## config.mk

```make
export PLATFORM = sky130hd
export DESIGN_NAME = swsg_top
export DESIGN_NICKNAME = d
export VERILOG_FILES = /design/src/shared/swsg_pkg.sv /design/src/hdl/swsg_top.sv
export VERILOG_INCLUDE_DIRS = /design/src /design/src/shared
export SDC_FILE = /design/constraint.sdc
export NUM_CORES = 1
export LEC_CHECK = 0
export BUFFER_PORTS_ARGS = -buffer_cell sky130_fd_sc_hd__buf_2
export CORE_ASPECT_RATIO = 1.4
export CORE_UTILIZATION = 57
export DETAILED_ROUTE_END_ITERATION = 6
export GPL_ROUTABILITY_DRIVEN = 0
export PLACE_DENSITY = 0.86
export SKIP_LAST_GASP = 1
export SLEW_MARGIN = 25
export SYNTH_ARGS = -nofsm -noshare
export SYNTH_HDL_FRONTEND = slang
export SYNTH_SLANG_ARGS = --single-unit
```

## constraint.sdc

```tcl
create_clock -name mclk_in -period 6.36 [get_ports mclk_in]
set_input_delay 0.636 -clock mclk_in [delete_from_list [all_inputs] [get_ports mclk_in]]
set_output_delay 0.636 -clock mclk_in [all_outputs]
set_load 0.02 [all_outputs]
```

## src/shared/swsg_defines.svh

```systemverilog
// constants for the sleep and wake source gating block
// Notes on behaviour
// - each main wake enable bit passes its event when 1, blocks it when 0
// - always-on master enable gates every always-on sub-source
// - always-on sub-enables are read/write, reset 0, at bits 7,6,4,3,2,1,0
// - beacon-timer sub-source wakes only while deep low-power wireless mode is on
// - every enabled source wakes the low-power core; high-perf core wake is selectable (deep sleep masks all main sources except always-on)
// - low-power core clock-gates; high-perf core sleep selects clock or power gating
// - sleep entry refused while any wakelock bitmap bit is set
// - at boot both os locks and the app-core-running lock are held
// - high-perf sleeps, signals, gets gated, low-power locks drop, low-power gates
// - after a wake the system sleeps again promptly unless a lock is taken
// - after power gating, high-perf peripherals must be reinitialised on wake
// - wake latency from oscillator start, critical code and interrupt entry
// - in wireless wake sleep a 102 ms timer wakes the low-power core
// - in associated power save the radio follows beacon timing and traffic flag
// - always-on sources wake from both ordinary sleep and deep sleep
`ifndef SWSG_DEFINES_SVH
`define SWSG_DEFINES_SVH
`define SWSG_MAIN_W 12
`define SWSG_AON_W 8
`define SWSG_EVT_HS_UART 0
`define SWSG_EVT_AON 1
`define SWSG_EVT_SGPIO 2
`define SWSG_EVT_COMP 3
`define SWSG_EVT_ADC 4
`define SWSG_EVT_I2C 5
`define SWSG_EVT_UART 6
`define SWSG_EVT_BROWNOUT 7
`define SWSG_EVT_WIRELESS 8
`define SWSG_EVT_GPIO 9
`define SWSG_EVT_OCP 10
`define SWSG_EVT_TIMER 11
`define SWSG_AON_PDN 7
`define SWSG_AON_TOUCH 6
`define SWSG_AON_KEYSCAN 4
`define SWSG_AON_BEACON 3
`define SWSG_AON_RTC 2
`define SWSG_AON_TIMER 1
`define SWSG_AON_PIN 0
`define SWSG_AON_VALID 8'hDF
`define SWSG_AON_RST 8'h00
`define SWSG_LOCK_LP_OS 0
`define SWSG_LOCK_HP_RUN 1
`define SWSG_LOCK_HP_OS 2
`define SWSG_LOCK_BOOT 8'h07
`define SWSG_CLK_MHZ 25
`define SWSG_OSC_START_US 1600
`define SWSG_CRIT_CODE_US 1100
`define SWSG_IRQ_ENTRY_US 200
`define SWSG_BEACON_MS 102
`endif

```

## src/shared/swsg_pkg.sv

```systemverilog
// types for the sleep and wake source gating block
package swsg_pkg;
  typedef enum logic [2:0] {
    SWSG_RUN,
    SWSG_HP_GATE,
    SWSG_LOCK_REL,
    SWSG_LP_SLEEP,
    SWSG_OSC,
    SWSG_CRIT,
    SWSG_IRQ
  } swsg_state_type;
endpackage

```

## src/hdl/swsg_top.sv

```systemverilog
// sleep entry, gating sequence and wake source gating for the low-power core
`timescale 1ns/1ps
`include "swsg_defines.svh"
module swsg_top #(
  parameter int LOCK_W = 8,
  parameter int OSC_CYC = `SWSG_OSC_START_US * `SWSG_CLK_MHZ,
  parameter int CRIT_CYC = `SWSG_CRIT_CODE_US * `SWSG_CLK_MHZ,
  parameter int IRQ_CYC = `SWSG_IRQ_ENTRY_US * `SWSG_CLK_MHZ,
  parameter int BCN_CYC = `SWSG_BEACON_MS * 1000 * `SWSG_CLK_MHZ
) (
  // clock and reset
  input wire logic mclk_in,
  input wire logic sys_rst_in,
  // wake source enables and events
  input wire logic [`SWSG_MAIN_W-1:0] main_wake_en_in,
  input wire logic [`SWSG_MAIN_W-1:0] hp_wake_sel_in,
  input wire logic [`SWSG_MAIN_W-1:0] main_evt_in,
  input wire logic aon_en_wr_in,
  input wire logic [`SWSG_AON_W-1:0] aon_en_data_in,
  input wire logic [`SWSG_AON_W-1:0] aon_evt_in,
  // power and wireless modes
  input wire logic deep_lps_in,
  input wire logic deep_sleep_in,
  input wire logic wireless_wake_sleep_in,
  input wire logic assoc_ps_in,
  input wire logic idle_radio_off_in,
  input wire logic beacon_window_in,
  input wire logic tim_pending_in,
  // wakelocks and inter-core message
  input wire logic [LOCK_W-1:0] lock_set_in,
  input wire logic [LOCK_W-1:0] lock_clr_in,
  input wire logic hp_sleep_ipc_in,
  input wire logic hp_pg_sel_in,
  // status and power controls
  output logic [`SWSG_AON_W-1:0] aon_wake_en_out,
  output logic [LOCK_W-1:0] wakelock_out,
  output logic [`SWSG_MAIN_W-1:0] wake_src_out,
  output swsg_pkg::swsg_state_type seq_state_out,
  output logic lp_clk_gated_out,
  output logic hp_clk_gated_out,
  output logic hp_pwr_gated_out,
  output logic hp_reinit_out,
  output logic lp_irq_out,
  output logic radio_on_out
);
  import swsg_pkg::*;

  typedef struct packed {
    swsg_state_type st;
    logic [`SWSG_AON_W-1:0] aon_en;
    logic [LOCK_W-1:0] lock;
    logic [`SWSG_MAIN_W-1:0] src;
    logic [21:0] cnt;
    logic [21:0] bcn;
    logic hp_asleep;
    logic hp_pg;
    logic hp_wake;
    logic lp_gated;
    logic hp_gated;
    logic hp_pwr;
    logic reinit;
    logic irq;
    logic radio;
  } swsg_regs_type;

  swsg_regs_type r;
  swsg_regs_type next_r;

  function automatic logic [21:0] swsg_load(input int cyc);
    swsg_load = 22'(cyc - 1);
  endfunction

  logic [`SWSG_AON_W-1:0] aon_hits;
  logic aon_hit;
  logic [`SWSG_MAIN_W-1:0] main_hits;
  logic beacon_tick;
  logic wake_any;

  always_comb begin
    // beacon sub-source only counts in deep low-power wireless mode
    aon_hits = aon_evt_in & r.aon_en & `SWSG_AON_VALID;
    aon_hits[`SWSG_AON_BEACON] = aon_hits[`SWSG_AON_BEACON] & deep_lps_in;
    aon_hit = (|aon_hits) & main_wake_en_in[`SWSG_EVT_AON];
    main_hits = main_evt_in & main_wake_en_in;
    main_hits[`SWSG_EVT_AON] = aon_hit;
    // deep sleep keeps only the always-on domain powered
    if (deep_sleep_in) begin
      main_hits = '0;
      main_hits[`SWSG_EVT_AON] = aon_hit;
    end
    beacon_tick = wireless_wake_sleep_in && r.hp_asleep && (r.bcn == swsg_load(BCN_CYC));
    wake_any = (|main_hits) || beacon_tick;
  end

  always_comb begin
    next_r = r;
    next_r.irq = 1'b0;
    next_r.reinit = 1'b0;
    if (aon_en_wr_in) begin
      next_r.aon_en = aon_en_data_in & `SWSG_AON_VALID;
    end
    // a set arriving with a clear wins so no acquire is lost
    next_r.lock = (r.lock & ~lock_clr_in) | lock_set_in;
    if (wireless_wake_sleep_in && r.hp_asleep && !beacon_tick) begin
      next_r.bcn = r.bcn + 22'h000001;
    end else begin
      next_r.bcn = '0;
    end
    // radio follows beacon window and traffic flag in power save
    if (assoc_ps_in) begin
      next_r.radio = beacon_window_in | tim_pending_in;
    end else begin
      next_r.radio = !idle_radio_off_in;
    end
    case (r.st)
      SWSG_RUN: begin
        if (hp_sleep_ipc_in && !r.hp_asleep) begin
          next_r.st = SWSG_HP_GATE;
        end else if (r.hp_asleep && r.lock == '0 && lock_set_in == '0) begin
          next_r.st = SWSG_LP_SLEEP;
          next_r.lp_gated = 1'b1;
        end
      end
      SWSG_HP_GATE: begin
        next_r.hp_asleep = 1'b1;
        next_r.hp_gated = 1'b1;
        next_r.hp_pwr = hp_pg_sel_in;
        next_r.hp_pg = hp_pg_sel_in;
        next_r.st = SWSG_LOCK_REL;
      end
      SWSG_LOCK_REL: begin
        next_r.lock[`SWSG_LOCK_LP_OS] = lock_set_in[`SWSG_LOCK_LP_OS];
        next_r.lock[`SWSG_LOCK_HP_RUN] = lock_set_in[`SWSG_LOCK_HP_RUN];
        next_r.st = SWSG_RUN;
      end
      SWSG_LP_SLEEP: begin
        if (wake_any) begin
          next_r.lp_gated = 1'b0;
          next_r.src = main_hits;
          next_r.hp_wake = |(main_hits & hp_wake_sel_in);
          next_r.cnt = swsg_load(OSC_CYC);
          next_r.st = SWSG_OSC;
        end
      end
      SWSG_OSC: begin
        next_r.cnt = r.cnt - 22'h000001;
        if (r.cnt == '0) begin
          next_r.cnt = swsg_load(CRIT_CYC);
          next_r.st = SWSG_CRIT;
        end
      end
      SWSG_CRIT: begin
        next_r.cnt = r.cnt - 22'h000001;
        if (r.cnt == '0) begin
          next_r.cnt = swsg_load(IRQ_CYC);
          next_r.st = SWSG_IRQ;
        end
      end
      SWSG_IRQ: begin
        next_r.cnt = r.cnt - 22'h000001;
        if (r.cnt == '0) begin
          next_r.irq = 1'b1;
          next_r.st = SWSG_RUN;
          // waking the high-perf core takes back its running locks
          if (r.hp_wake) begin
            next_r.hp_asleep = 1'b0;
            next_r.hp_gated = 1'b0;
            next_r.hp_pwr = 1'b0;
            next_r.reinit = r.hp_pg;
            next_r.lock[`SWSG_LOCK_HP_RUN] = 1'b1;
            next_r.lock[`SWSG_LOCK_HP_OS] = 1'b1;
          end
        end
      end
      default: begin
        next_r.st = SWSG_RUN;
      end
    endcase
  end

  always_ff @(posedge mclk_in) begin
    if (sys_rst_in) begin
      r <= '0;
      r.st <= SWSG_RUN;
      r.aon_en <= `SWSG_AON_RST;
      r.lock <= LOCK_W'(`SWSG_LOCK_BOOT);
      r.radio <= 1'b1;
    end else begin
      r <= next_r;
    end
  end

  assign aon_wake_en_out = r.aon_en;
  assign wakelock_out = r.lock;
  assign wake_src_out = r.src;
  assign seq_state_out = r.st;
  assign lp_clk_gated_out = r.lp_gated;
  assign hp_clk_gated_out = r.hp_gated;
  assign hp_pwr_gated_out = r.hp_pwr;
  assign hp_reinit_out = r.reinit;
  assign lp_irq_out = r.irq;
  assign radio_on_out = r.radio;

  // checks; latency helper counts cycles since clocks restarted
  logic [23:0] lat_cnt;
  always_ff @(posedge mclk_in) begin
    if (sys_rst_in || r.st == SWSG_LP_SLEEP) begin
      lat_cnt <= '0;
    end else if (lat_cnt != 24'hFFFFFF) begin
      lat_cnt <= lat_cnt + 24'h000001;
    end
  end
endmodule

```

==> implementation parameters <==
Parameter                              Value

Detailed routing
  DR WL/cell ... between 10 and 15 microns
  Via count ... 4083
  Antenna-violating nets left ... 0
  First-iteration detailed-routing DRC count ... about 360
  Detailed-route DRC error count ... 0
  Mean number of vias per cell ... roughly 5.8
  Drt first pass iters ... 5
  Total wire length after detailed routing ... 10340 microns

Timing
  Setup ws final ... about 4 ns
  Min Tclk post-route ... approximately 2.4 ns
  Final setup skew ... about 0.0093 ns
  Number of failing setup endpoints in the final timing report ... 0
  Max-slew violation count ... 0
  RSZ-0062 raised after global routing ... false
  TNS Setup ... 0 ns
  Number of hold violations in the final report ... 0
  Maximum operating frequency ... 418.2 MHz
  Share of the clock period used by the worst path after layout ... 0.3760
  Max_slew headroom ... 0.5243
  Transition time at the pin with the least slew margin ... 0.7109 ns

Min path
  Worst hold path endpoint ... r[9]
  Hold Path Depth ... 1
  Class of the most critical hold timing path ... flip-flop to flip-flop
  Critical hold path startpoint ... r[9]

CTS
  CTS clk-pin slew, worst paths ... roughly 0.080 ns
  Source-to-sink clock delay at the later pin of the worst-skew pair ... 0.36 ns
  Number of buffers created by CTS ... 9
  CTS H-Tree Depth ... 3
  Number of setup buffers added after CTS ... 0
  Number of hold buffers added after CTS ... 0
  CTS Buffer Depth ... 2
  Clk sink count ... 82
  Clock tree from TritonCTS ... built
  Number of gates given a new drive strength after cts ... 0
  CTS Root Cell ... sky130_fd_sc_hd__clkbuf_8

Outcome
  Status ... complete, no violations

Power
  Static Leakage ... about 2.1 nW
  Worst IR Drop VDD ... roughly 230 uV
  Pwr/cell area ... between 300 and 400 mW/mm^2

Critical path
  Start-to-end type of the worst setup path ... input port to flip-flop
  R2r endpoint ... r[51]
  Data required time of the critical path ... about 6.6 ns
  Critical path peak fanout ... 20
  CP Capture Type ... flip-flop
  Reg2reg start ... r[31]
  Kind of start point of the critical path ... input port
  Minimum setup slack among reg-to-reg paths ... 3.99 ns
  Signal arrival time at the worst endpoint ... between 2 and 3 ns
  R2R depth ... 9

GRT
  Antenna violations before repair ... 0
  Global-route wire length before repair ... approximately 17000 microns
  Via count of the first global-routing pass ... 3983
  Overall overflow remaining after global route ... 0
  GRT Overall Usage ... 0.2837
  Largest net degree at the start of global routing ... 57

Yosys
  Number of enable-type register cells in the synthesized netlist ... 0
  Post-synthesis async set-or-reset flop share ... 0
  Synth cell types ... 66
  Number of nets produced by synthesis ... just over 600
  Count of warnings emitted by yosys ... 0
  Number of instances in the synthesized netlist ... 529
  Main flop type after synthesis ... sky130_fd_sc_hd__dfxtp_1
  Fraction of the yosys area taken by sequential cells ... 0.3811
  Total of flip-flops plus latches after synthesis ... approximately 80
  Combined area of all synthesized cells ... 0.004308 sq mm
  Syn avg cell area ... between 8 and 9 sq um

Placed design
  Worst setup timing slack at the placement stage ... 3.333 ns
  Detail Placement HPWL ... 7745 microns
  Number of I/O port buffers ... between 100 and 150
  Post-detailed-placement cell area ... around 0.0047 sq mm

Final layout
  Fraction of layout instances using a drive strength above 1 ... 0.2529
  Area delta synth->final ... 13.22%
  Leading cell types in the layout, fill and taps excluded ... 112 x sky130_fd_sc_hd__buf_2, 85 x sky130_fd_sc_hd__nor2_1, 82 x sky130_fd_sc_hd__dfxtp_1, 47 x sky130_fd_sc_hd__nand2_1, 29 x sky130_fd_sc_hd__a21oi_1
  Total Nets Final ... roughly 690
  Most common cell after layout, fill and taps aside ... sky130_fd_sc_hd__buf_2
  Antenna diode count ... 0
  Post-route cell area ... 0.004877 sq mm
  Core occupancy in the finished layout ... 0.6668

Floorplan
  Die Width ... around 75 microns
  Top-level I/O count ... approximately 120
  Vertical extent of the die ... 104.9 microns
  Initial core utilization ... 0.5889
  Die area ... 0.007914 sq mm
  Core outline area ... ~0.0073 sq mm
  Row count ... 37

Job
  Max Cap Violations ... 0
[power breakdown]
part | internal [W] | total, W | switching, W
Clock | 0.000161 | 0.000345 | 0.000184
Combinational | 0.000316 | 0.000819 | 0.000504
Sequential | 0.000562 | 0.000634 | 0.0000720
Total | 0.00104 | 0.00180 | 0.000759
[state kept, by name, indices dropped and copies added, names as in the netlist]
register / cells
hp_reinit_out: 1
lp_irq_out: 1
wake_src_out: 12
wakelock_out: 8
r: 47
lp_clk_gated_out: 1
aon_wake_en_out: 7
seq_state_out: 3
hp_pwr_gated_out: 1
radio_on_out: 1
[synth_stat cells (4+ instances only)]
master,n,area (sq um)
sky130_fd_sc_hd__clkbuf_1,11,41.29
sky130_fd_sc_hd__dfxtp_1,82,1642
sky130_fd_sc_hd__nand3_1,23,115.1
sky130_fd_sc_hd__or2_2,5,31.28
sky130_fd_sc_hd__nor3_1,17,85.08
sky130_fd_sc_hd__or4_1,4,30.03
sky130_fd_sc_hd__o31ai_1,4,30.03
sky130_fd_sc_hd__xnor2_1,10,87.58
sky130_fd_sc_hd__a211oi_1,10,75.07
sky130_fd_sc_hd__o21ai_0,9,45.04
sky130_fd_sc_hd__or3_1,4,25.02
sky130_fd_sc_hd__mux2i_1,18,180.2
sky130_fd_sc_hd__buf_2,6,30.03
sky130_fd_sc_hd__buf_4,31,232.7
sky130_fd_sc_hd__inv_1,22,82.58
sky130_fd_sc_hd__nor2_1,85,319.1
sky130_fd_sc_hd__and3_1,5,31.28
sky130_fd_sc_hd__xor2_1,13,113.9
sky130_fd_sc_hd__nand2b_1,5,31.28
sky130_fd_sc_hd__o21ai_1,4,20.02
sky130_fd_sc_hd__a21oi_1,29,145.1
sky130_fd_sc_hd__nand4_1,10,62.56
sky130_fd_sc_hd__nand2_1,47,176.4
sky130_fd_sc_hd__nor4_1,7,43.79
sky130_fd_sc_hd__a31oi_1,7,43.79
[per-stage QoR]
stage | hold slack [ns] | std cells | total power [W]
global route | 0.4782 | 706 | 0.001909
floorplan | 0.4262 | 529 | 0.001262
global placement | 0.4440 | 690 | 0.001405
CTS | 0.4629 | 706 | 0.001782
finish | 0.4642 | 706 | 0.001798
detailed placement | 0.4548 | 690 | 0.001433
[layout make-up]
cell class                      instances  area [sq um]
Clock inverter                          5         28.78
Sequential cell                        82          1642
Inverter                               22         82.58
Timing Repair Buffer                  114         575.6
Tap cell                               97         121.4
Clock buffer                           11         151.4
Fill cell                             622          2437
Multi-Input combinational cell        375          2276
[worst max-delay path by stage]
stage	slack [ns]	to	start
4_1_cts	3.71	wake_src_out[4]	aon_evt_in[2]
5_1_grt	3.78	r[51]	r[31]
2_1_floorplan	4.17	wake_src_out[3]	aon_evt_in[2]
3_5_place_dp	3.33	wake_src_out[5]	aon_evt_in[2]
6_report	3.97	wake_src_out[4]	aon_evt_in[2]
3_3_place_gp	3.40	wake_src_out[8]	aon_evt_in[2]
[cells by family (layout without fill, tap and decap cells)]
group	Yosys count	count (layout)	share of synthesized area
xor+xnor	23	23	0.04676
fa+ha+maj	3	3	0.008714
simple gates	238	238	0.2800
other cells	1	1	0.0008705
buf+inv	72	152	0.09323
compound gates	91	91	0.1449
flops	82	82	0.3811
mux	19	19	0.04444
[routing by layer]
layer  track usage  wire length (microns)
met2        0.5026                   5524
met5             0                      0
met4        0.1481                    323
met1        0.3025                   3918
met3       0.05882                    576
[worst max-delay path, cell delays in order]
cell	delay (ns)
sky130_fd_sc_hd__buf_2	0.10
sky130_fd_sc_hd__a22o_1	0.22
sky130_fd_sc_hd__a221oi_1	0.21
sky130_fd_sc_hd__a31oi_1	0.21
sky130_fd_sc_hd__or2_1	0.31
sky130_fd_sc_hd__o21ai_4	0.58
sky130_fd_sc_hd__mux2i_1	0.28
sky130_fd_sc_hd__nor2_1	0.07
Note: power is estimated with default switching activity, not from simulation.
